===== src/hdl/ecr_pkg.sv =====
// Package: constants and types for the error code reporter
package ecr_pkg;
    // Error numbers as two BCD digits (A-digit coded as hex A)
    localparam logic [7:0] ECR_ERR_NONE     = 8'h00;
    localparam logic [7:0] ECR_ERR_HV       = 8'h01;
    localparam logic [7:0] ECR_ERR_SYNTAX   = 8'h02;
    localparam logic [7:0] ECR_ERR_OVF      = 8'h03;
    localparam logic [7:0] ECR_ERR_KEY      = 8'h04;
    localparam logic [7:0] ECR_ERR_FILTER   = 8'h05;
    localparam logic [7:0] ECR_ERR_ZERO     = 8'h06;
    localparam logic [7:0] ECR_ERR_CMDBUF   = 8'h07;
    localparam logic [7:0] ECR_ERR_XREF_OV  = 8'h08;
    localparam logic [7:0] ECR_ERR_XREF_UR  = 8'h09;
    localparam logic [7:0] ECR_ERR_OVRNG    = 8'h10;
    localparam logic [7:0] ECR_ERR_FAST     = 8'h12;
    localparam logic [7:0] ECR_ERR_ROM      = 8'h14;
    localparam logic [7:0] ECR_ERR_RAM      = 8'h15;
    localparam logic [7:0] ECR_ERR_LINE     = 8'h16;
    localparam logic [7:0] ECR_ERR_NOCOMM   = 8'h17;
    localparam logic [7:0] ECR_ERR_RESYNC   = 8'h24;
    localparam logic [7:0] ECR_ERR_ECHO_TO  = 8'h30;
    localparam logic [3:0] ECR_UART_HI      = 4'h3;
    localparam logic [7:0] ECR_ERR_ISO_INT  = 8'hA1;
    localparam logic [7:0] ECR_ERR_ISO_UART = 8'hA5;
    localparam logic [7:0] ECR_ERR_ISO_CMD  = 8'hA7;

    // Four-letter name tags shown after the number
    typedef enum logic [3:0] {
        ECR_TAG_BLANK  = 4'h0,
        ECR_TAG_HV     = 4'h1,
        ECR_TAG_NUMERIC_OVERFLOW_TAG   = 4'h2,
        ECR_TAG_TEMP   = 4'h3,
        ECR_TAG_KEY    = 4'h4,
        ECR_TAG_FILT   = 4'h5,
        ECR_TAG_ZERO   = 4'h6,
        ECR_TAG_BUS    = 4'h7,
        ECR_TAG_XREF   = 4'h8,
        ECR_TAG_HHHH   = 4'h9,
        ECR_TAG_FAST   = 4'hA,
        ECR_TAG_MEM    = 4'hB,
        ECR_TAG_LINE   = 4'hC,
        ECR_TAG_HWFLT  = 4'hD,
        ECR_TAG_UART   = 4'hE,
        ECR_TAG_ISO    = 4'hF
    } ecr_tag_t;

    // Voltage thresholds in millivolts, and width in bits of the voltage inputs
    localparam int ECR_HV_LIMIT_MV   = 16500;
    localparam int ECR_XREF_MIN_MV   = 500;
    localparam int ECR_FLASH_DC_MV   = 42400;
    localparam int ECR_FLASH_AC_MV   = 30000;
    localparam int ECR_VOLT_W        = 18;

    localparam int ECR_CMD_BUF_BYTES = 64;
    localparam int ECR_CONV_ITER_MAX = 10;

    // Timing
    localparam int ECR_CLK_HZ        = 25000000;
    localparam int ECR_FLASH_MS      = 500;
    localparam int ECR_FLASH_CYC     = ECR_CLK_HZ / 1000 * ECR_FLASH_MS;
    localparam int ECR_ECHO_TO_US    = 1000;
    localparam int ECR_ECHO_TO_CYC   = ECR_CLK_HZ / 1000000 * ECR_ECHO_TO_US;
endpackage : ecr_pkg


===== src/hdl/ecr_reporter.sv =====
// Error code reporter: fault detection, display code and status buffer
`timescale 1ns/1ps
`default_nettype none

// Notes on behaviour
// RULE1: fault shows two-digit number plus four-letter name
// RULE2: number stored in status buffer, read by query
// RULE3: ohms with over 16.5 V raises 01
// RULE4: bad remote characters raise 02, no display
// RULE5: math register overflow raises 03 overflow name
// RULE6: temperature conversion range/converge fault raises 03
// RULE7: invalid keyboard sequence raises 04
// RULE8: async rate with non-5ms filter raises 05
// RULE9: zero program with AC functions raises 06
// RULE10: 64-byte command buffer overflow raises 07
// RULE11: external reference over 16.5 V raises 08
// RULE12: reference difference under 0.5 V raises 09
// RULE13: overrange raises 10 showing H string
// RULE14: reading rate too fast raises 12
// RULE15: program checksum 14, working memory 15
// RULE16: unknown mains frequency raises 16
// RULE17: missing echo within timeout raises 30
// RULE18: serial faults give 3x, x=parity+overrun+framing
// RULE19: no converter communication raises 17
// RULE20: resync failure in external sync raises 24
// RULE21: converter reports A1, A5, A7
// RULE22: math in use flashes H each second; code flashes only with input over 42.4 V dc/30 V ac or overrange
// RULE23: newest error overwrites stored number
module ecr_reporter #(
    parameter int ECHO_TO_CYC = ecr_pkg::ECR_ECHO_TO_CYC,   // Echo timeout in cycles
    parameter int FLASH_CYC   = ecr_pkg::ECR_FLASH_CYC,     // Half period of H flash
    parameter int BUF_BYTES   = ecr_pkg::ECR_CMD_BUF_BYTES  // Command buffer depth
) (
    input  wire logic                           core_clk,         // Clock
    input  wire logic                           rst,              // Sync reset, high
    // Measurement state
    input  wire logic                           ohms_active,      // Ohms requested or active
    input  wire logic [ecr_pkg::ECR_VOLT_W-1:0] input_mv,         // Input magnitude, mV
    input  wire logic                           ac_volts_function,   // AC volts selected
    input  wire logic                           ac_plus_dc_function, // AC+DC selected
    input  wire logic                           overrange,        // Analog overrange
    // Math
    input  wire logic                           math_in_use,      // Math program in use
    input  wire logic                           math_overflow,    // Math register out of range
    input  wire logic                           zero_offset_program, // Zero program requested
    input  wire logic                           external_ratio_program, // Ratio program in use
    input  wire logic [ecr_pkg::ECR_VOLT_W-1:0] xref_hi_mv,       // Ext ref hi magnitude, mV
    input  wire logic [ecr_pkg::ECR_VOLT_W-1:0] xref_lo_mv,       // Ext ref lo magnitude, mV
    input  wire logic [ecr_pkg::ECR_VOLT_W-1:0] xref_diff_mv,     // Hi-lo diff magnitude, mV
    input  wire logic                           temp_conv_range,  // Conversion input out of range
    input  wire logic                           temp_conv_step,   // One conversion iteration done
    input  wire logic                           temp_conv_done,   // Conversion converged
    input  wire logic                           temp_conv_start,  // Conversion begins
    // Front panel and rate
    input  wire logic                           key_invalid,      // Invalid key sequence
    input  wire logic                           async_rate,       // Asynchronous rate active
    input  wire logic                           filter_req,       // Filter selection pulse
    input  wire logic                           filter_is_5ms,    // Requested filter is 5 ms
    input  wire logic                           rate_too_fast,    // Rate too fast for setup
    // Remote bus
    input  wire logic                           cmd_char_valid,   // Command char arrives
    input  wire logic                           cmd_char_bad,     // Char is invalid
    input  wire logic                           cmd_char_take,    // Parser consumes a char
    input  wire logic                           status_query_command, // Status query pulse
    // Self test
    input  wire logic                           rom_fail,         // Checksum test failed
    input  wire logic                           ram_fail,         // Memory test failed
    input  wire logic                           line_unknown,     // Mains frequency unknown
    // Converter link
    input  wire logic                           echo_expect,      // Echo awaited from converter
    input  wire logic                           echo_seen,        // Echo arrived
    input  wire logic                           link_dead,        // No communication at all
    input  wire logic                           resync_fail,      // Resync failed
    input  wire logic                           ext_sync_mode,    // Ext trigger with sync rate
    input  wire logic                           rx_parity,        // Local parity error
    input  wire logic                           rx_overrun,       // Local overrun error
    input  wire logic                           rx_framing,       // Local framing error
    input  wire logic                           iso_undef_int,    // Converter undefined interrupt
    input  wire logic                           iso_serial_err,   // Converter serial fault
    input  wire logic                           iso_bad_cmd,      // Converter illegal command
    // Outputs
    output var  logic                           err_show,         // Error message on display
    output var  logic [7:0]                     err_code,         // Displayed error number
    output var  ecr_pkg::ecr_tag_t              err_tag,          // Displayed name tag
    output var  logic [7:0]                     status_err,       // Status buffer number
    output var  logic                           status_valid,     // Query answer strobe
    output var  logic [7:0]                     status_data,      // Query answer number
    output var  logic                           flash_h,          // H flash on display
    output logic                                cmd_buf_full      // Command buffer full
);
    import ecr_pkg::*;

    initial begin
        if (ECHO_TO_CYC < 1 || FLASH_CYC < 1 || BUF_BYTES < 2) begin
            $error("ecr_reporter: bad parameter");
        end
    end

    localparam int CW = $clog2(BUF_BYTES + 1);
    localparam int EW = $clog2(ECHO_TO_CYC + 1);
    localparam int FW = $clog2(FLASH_CYC + 1);
    localparam logic [ECR_VOLT_W-1:0] HV_LIM = ECR_VOLT_W'(ECR_HV_LIMIT_MV);
    localparam logic [ECR_VOLT_W-1:0] XR_MIN = ECR_VOLT_W'(ECR_XREF_MIN_MV);
    localparam logic [ECR_VOLT_W-1:0] FL_DC  = ECR_VOLT_W'(ECR_FLASH_DC_MV);
    localparam logic [ECR_VOLT_W-1:0] FL_AC  = ECR_VOLT_W'(ECR_FLASH_AC_MV);

    // ------------------------------------------------------------
    // Command buffer fill and timers
    // ------------------------------------------------------------
    logic [CW-1:0] fill_q;
    logic          cmd_ovf;
    logic [EW-1:0] echo_cnt_q;
    logic          echo_to;
    logic [3:0]    iter_q;
    logic          conv_fail;
    logic [FW-1:0] flash_cnt_q;

    // Full is combinational so a char in the same cycle sees it
    assign cmd_buf_full = (fill_q == CW'(BUF_BYTES));
    assign cmd_ovf      = cmd_char_valid && cmd_buf_full && !cmd_char_take; // RULE10

    always_ff @(posedge core_clk) begin
        if (rst) begin
            fill_q <= '0;
        end else if (cmd_char_valid && !cmd_char_take && !cmd_buf_full) begin
            fill_q <= fill_q + CW'(1);
        end else if (!cmd_char_valid && cmd_char_take && fill_q != '0) begin
            fill_q <= fill_q - CW'(1);
        end
    end

    // Count waits for echo; one overflow event per wait
    assign echo_to = echo_expect && !echo_seen && (echo_cnt_q == EW'(ECHO_TO_CYC - 1)); // RULE17
    always_ff @(posedge core_clk) begin
        if (rst || !echo_expect || echo_seen) begin
            echo_cnt_q <= '0;
        end else if (echo_cnt_q != EW'(ECHO_TO_CYC)) begin
            echo_cnt_q <= echo_cnt_q + EW'(1);
        end
    end

    // Non-convergence after the iteration limit
    assign conv_fail = temp_conv_step && !temp_conv_done
                       && (iter_q == 4'(ECR_CONV_ITER_MAX - 1)); // RULE6
    always_ff @(posedge core_clk) begin
        if (rst || temp_conv_start || temp_conv_done) begin
            iter_q <= '0;
        end else if (temp_conv_step && iter_q != 4'(ECR_CONV_ITER_MAX)) begin
            iter_q <= iter_q + 4'h1;
        end
    end

    // ------------------------------------------------------------
    // Fault priority and code selection
    // ------------------------------------------------------------
    logic       hit;
    logic [7:0] code_d;
    ecr_tag_t   tag_d;
    logic       show_d;
    logic [2:0] fop;

    assign fop = {rx_framing, rx_overrun, rx_parity}; // RULE18

    // Hardware faults first: they make later readings meaningless
    always_comb begin
        hit    = 1'b1;
        show_d = 1'b1;
        code_d = ECR_ERR_NONE;
        tag_d  = ECR_TAG_BLANK;
        if (rom_fail) begin
            code_d = ECR_ERR_ROM;
            tag_d = ECR_TAG_MEM; // RULE15
        end else if (ram_fail) begin
            code_d = ECR_ERR_RAM;
            tag_d = ECR_TAG_MEM; // RULE15
        end else if (line_unknown) begin
            code_d = ECR_ERR_LINE;
            tag_d = ECR_TAG_LINE; // RULE16
        end else if (link_dead) begin
            code_d = ECR_ERR_NOCOMM;
            tag_d = ECR_TAG_HWFLT; // RULE19
        end else if (resync_fail && ext_sync_mode) begin
            code_d = ECR_ERR_RESYNC;
            tag_d = ECR_TAG_HWFLT; // RULE20
        end else if (fop != 3'b000) begin
            code_d = {ECR_UART_HI, 1'b0, fop};
            tag_d = ECR_TAG_UART; // RULE18
        end else if (echo_to) begin
            code_d = ECR_ERR_ECHO_TO;
            tag_d = ECR_TAG_UART; // RULE17
        end else if (iso_undef_int) begin
            code_d = ECR_ERR_ISO_INT;
            tag_d = ECR_TAG_ISO; // RULE21
        end else if (iso_serial_err) begin
            code_d = ECR_ERR_ISO_UART;
            tag_d = ECR_TAG_ISO; // RULE21
        end else if (iso_bad_cmd) begin
            code_d = ECR_ERR_ISO_CMD;
            tag_d = ECR_TAG_ISO; // RULE21
        end else if (ohms_active && input_mv > HV_LIM) begin
            code_d = ECR_ERR_HV;
            tag_d = ECR_TAG_HV; // RULE3
        end else if (external_ratio_program && (xref_hi_mv > HV_LIM || xref_lo_mv > HV_LIM)) begin
            code_d = ECR_ERR_XREF_OV;
            tag_d = ECR_TAG_XREF; // RULE11
        end else if (external_ratio_program && xref_diff_mv < XR_MIN) begin
            code_d = ECR_ERR_XREF_UR;
            tag_d = ECR_TAG_XREF; // RULE12
        end else if (overrange) begin
            code_d = ECR_ERR_OVRNG;
            tag_d = ECR_TAG_HHHH; // RULE13
        end else if (math_overflow) begin
            code_d = ECR_ERR_OVF;
            tag_d = ECR_TAG_NUMERIC_OVERFLOW_TAG; // RULE5
        end else if (temp_conv_range || conv_fail) begin
            code_d = ECR_ERR_OVF;
            tag_d = ECR_TAG_TEMP; // RULE6
        end else if (zero_offset_program && (ac_volts_function || ac_plus_dc_function)) begin
            code_d = ECR_ERR_ZERO;
            tag_d = ECR_TAG_ZERO; // RULE9
        end else if (async_rate && filter_req && !filter_is_5ms) begin
            code_d = ECR_ERR_FILTER;
            tag_d = ECR_TAG_FILT; // RULE8
        end else if (rate_too_fast) begin
            code_d = ECR_ERR_FAST;
            tag_d = ECR_TAG_FAST; // RULE14
        end else if (key_invalid) begin
            code_d = ECR_ERR_KEY;
            tag_d = ECR_TAG_KEY; // RULE7
        end else if (cmd_ovf) begin
            code_d = ECR_ERR_CMDBUF;
            tag_d = ECR_TAG_BUS; // RULE10
        end else if (cmd_char_valid && cmd_char_bad) begin
            code_d = ECR_ERR_SYNTAX; // RULE4
            show_d = 1'b0;
        end else begin
            hit    = 1'b0;
            show_d = 1'b0;
        end
    end

    // ------------------------------------------------------------
    // Display and status buffer
    // ------------------------------------------------------------
    // Display holds the latest shown fault until reset
    always_ff @(posedge core_clk) begin
        if (rst) begin
            err_show <= 1'b0;
            err_code <= ECR_ERR_NONE;
            err_tag  <= ECR_TAG_BLANK;
        end else if (hit && show_d) begin
            err_show <= 1'b1; // RULE1
            err_code <= code_d;
            err_tag  <= tag_d;
        end
    end

    // Error 02 lands here although the display ignores it
    always_ff @(posedge core_clk) begin
        if (rst) begin
            status_err <= ECR_ERR_NONE;
        end else if (hit) begin
            status_err <= code_d; // RULE2 RULE23
        end
    end

    // Answer reflects the buffer before any same-cycle update
    always_ff @(posedge core_clk) begin
        if (rst) begin
            status_valid <= 1'b0;
            status_data  <= ECR_ERR_NONE;
        end else begin
            status_valid <= status_query_command; // RULE2
            if (status_query_command) begin
                status_data <= status_err;
            end
        end
    end

    // ------------------------------------------------------------
    // H flash while math in use and input over 42.4 V dc/30 V ac or overrange
    // ------------------------------------------------------------
    logic flash_cond;
    assign flash_cond = math_in_use && (overrange
                        || (!ac_volts_function && !ac_plus_dc_function && input_mv > FL_DC)
                        || ((ac_volts_function || ac_plus_dc_function) && input_mv > FL_AC));

    // Restart on every drop so each episode begins dark
    always_ff @(posedge core_clk) begin
        if (rst || !flash_cond) begin
            flash_cnt_q <= '0;
            flash_h     <= 1'b0;
        end else if (flash_cnt_q == FW'(FLASH_CYC - 1)) begin
            flash_cnt_q <= '0;
            flash_h     <= !flash_h; // RULE22
        end else begin
            flash_cnt_q <= flash_cnt_q + FW'(1);
        end
    end
endmodule : ecr_reporter

`default_nettype wire


===== config.mk =====
export PLATFORM = sky130hd
export DESIGN_NAME = ecr_reporter
export DESIGN_NICKNAME = d
export VERILOG_FILES = /design/src/hdl/ecr_pkg.sv /design/src/hdl/ecr_reporter.sv
export SDC_FILE = /design/constraint.sdc
export NUM_CORES = 1
export LEC_CHECK = 0
export ABC_AREA = 0
export BUFFER_PORTS_ARGS = -buffer_cell sky130_fd_sc_hd__buf_2
export CAP_MARGIN = 5
export CORE_MARGIN = 1
export CORE_UTILIZATION = 55
export CTS_CLUSTER_DIAMETER = 120
export CTS_CLUSTER_SIZE = 14
export DETAILED_ROUTE_END_ITERATION = 16
export PLACE_DENSITY = 0.9
export RECOVER_POWER = 50
export SLEW_MARGIN = 20
export SYNTH_ARGS = -nofsm -noshare
export SYNTH_HDL_FRONTEND = slang
export SYNTH_SLANG_ARGS = --single-unit

===== constraint.sdc =====
create_clock -name core_clk -period 7.3 [get_ports core_clk]
set_clock_uncertainty 0.2 [all_clocks]
set_input_delay 1.46 -clock core_clk [delete_from_list [all_inputs] [get_ports core_clk]]
set_output_delay 1.46 -clock core_clk [all_outputs]
set_load 0.02 [all_outputs]

==> flow_summary.ini <==
[final_layout]
post-route-util_pct = 70.3
n_antenna_cell = 0
syn2layout_area_growth_pct = 21.2
fillers = 581
fin_area_mm2 = 0.00521
drive_gt1_share_pct = 20.3
final_cells = 753
fin_nets = 771

[clock_tree]
cts_tree = built
clk_latency_ns = 0.36
h-tree-depth = 3
holdBufCountCts = 0
cts_num_sinks = 78
clkTransAtPathRegs_ns = 0.07
clockBufferDepth = 2
cts_buffers = 9
root_buffer = clkbuf_8
postCtsSetupBuffers = 0
cts-resized-gates = 0

[min_path]
worstHoldPathType = reg -> reg

[drt]
vias = 4463
wl_per_cell_um = 15.5
drc = 0
final_antenna_net_count = 0
dr.pass1.iters = 6
avgViaCountPerCell = 5.93
drt_iter0_markers = 290
wirelength_um = 11600

[yosys]
ys.flop_type = dfxtp_1
ys_warn_count = 0
ys_seq_elements = 78
synth.top_cells.by_count = dfxtp_1 (78), nor2_1 (63), nand2_1 (42)
synthesis.area_mm2 = 0.00430
synth-edff-count = 0
avgSynthCellArea_um2 = 8.30
yosysTopAreaCell = dfxtp_1
ys_seq_area_share_pct = 36.3
synth_most_common_cell = dfxtp_1
synthArstFlopShare_pct = 0
ys_types = 63
ys_top_cells_by_area = dfxtp_1 (36%), nor2_1 (5.5%), xnor2_1 (4.9%)
syn_inst = 518
yosysTopAreaCellShare_pct = 36.3

[timing]
fmax_ghz = 0.248
slew_viol_final = 39
finalWorstSetupSlack_ns = 3.27
fin_tns_setup_ns = 0
max_slew_margin_pct = -15.0
tightestPinTransition_ns = 1.72
hold_ws_ns = 0.267
setup_viol = 0
hold_violations = 0
period_share_pct = 55.2
rsz0062_at_grt = no
fin_crit_ns = 4.03

[outcome]
violations = max-capacitance violations, max-slew violations
outcome = finished, violations left

[critical_path]
critPathRequiredTime_ns = 7.30
path_max_fanout = 38
cp.arrival_ns = 4.03
worstSetupPathType = in -> reg
end_kind = register
crit_path_start_kind = input pin

[floorplan]
die_w_um = 90.4
coreArea_mm2 = 0.00741
start_util_pct = 58.0
num_rows = 31
dieArea_mm2 = 0.00817
die_h_um = 90.4
top_level_ports = 141

[place]
placed_area_mm2 = 0.00501
io_buffers = 135
dpl_worst_slack_ns = 3.05
place_congestion = 0.935
dp_cells = 738
dp_hpwl_um = 8840

[grt]
grt_pass1_wl_um = 19700
grt_pass1_vias = 4303
grt_max_degree = 39
globalRoute.totalOverflow = 0
antenna_found_initial = 0
grt_usage_pct = 29.5

[power]
power_leakage_nw = 2.02
powerDensity_mw_per_mm2 = 213
power_mw = 1.11
ir_drop_mv = 0.191

[flow_run]
maxCapViolations = 1
==> cell families after synthesis <==
group                      share of synthesized area, %
AOI/OAI and AO/OA                                  13.2
xor gates and xnor gates                           8.76
adders and majority gates                          3.67
buffers and inverters                              4.22
DFF                                                36.3
muxes                                              3.35
other                                            0.0873
and+or+nand+nor                                    30.4
==> path summary, 6_finish.rpt <==
path                                   from         endpoint  slack, ns  cells after the start
worst max-delay path                    rst  flash_cnt_q[18]       3.27                      6
worst min-delay path            err_code[3]      err_code[3]       0.27                      2
worst max register to register    fill_q[0]        fill_q[6]       4.07                     11
worst min register to register  err_code[3]      err_code[3]       0.27                      2
==> report_power, final <==
group | internal [mW] | leakage, nW | switching, mW
Clock | 0.234 | 0.119 | 0.155
Sequential | 0.448 | 0.635 | 0.0256
Combinational | 0.114 | 1.26 | 0.132
Total | 0.796 | 2.02 | 0.313
==> worst max-delay path, stage by stage <==
cell,delay [ns]
clkbuf_1,1.21
inv_1,0.29
nand2_1,0.68
nor2_1,0.20
nand2_1,0.12
nor2_1,0.05
==> layout by cell type, fill, tap and decap left out, types with 4 or more instances in the layout <==
cell and n:
dfxtp_1 78, nand2_1 42, nor2b_1 5, nand4b_1 4, o21bai_1 4, nor3_1 23, o31ai_1 4, nor4_1 25
a211oi_1 5, clkbuf_1 30, xnor2_1 24, ha_1 11, a21oi_1 31, buf_2 106, inv_1 23, a31oi_1 7
xor2_1 19, nand4_1 12, mux2i_1 11, nand3_1 29, o21ai_0 14, or3_1 5, nand2b_1 5, clkbuf_8 10
nor2_1 63
==> state kept, by name (all words and copies together), names as in the netlist <==
name,count
flash_cnt_q,24
echo_cnt_q,15
err_code,7
fill_q,7
status_data,7
status_err,7
err_tag,4
iter_q,4
err_show,1
flash_h,1
status_valid,1
==> layout make-up <==
| cell class | instances | area [um2] | share of cell area [%] |
|---|---|---|---|
| Multi-Input combinational cell | 403 | 2560 | 49.2 |
| Sequential cell | 78 | 1560 | 30.0 |
| Timing Repair Buffer | 135 | 639 | 12.3 |
| Clock buffer | 11 | 141 | 2.71 |
| Tap cell | 99 | 124 | 2.38 |
| Clock inverter | 4 | 95.1 | 1.83 |
| Inverter | 23 | 86.3 | 1.66 |
==> per-layer routing <==
layer	share of wire [%]	vias to the layer above	GRT usage [%]
met5	0	-	0
met3	8.4	25	8.92
met2	51	188	52.9
li1	-	2137	-
met1	39	2113	33.4
met4	1.3	0	9.54
No activity file was read; power rests on OpenSTA's default activity.
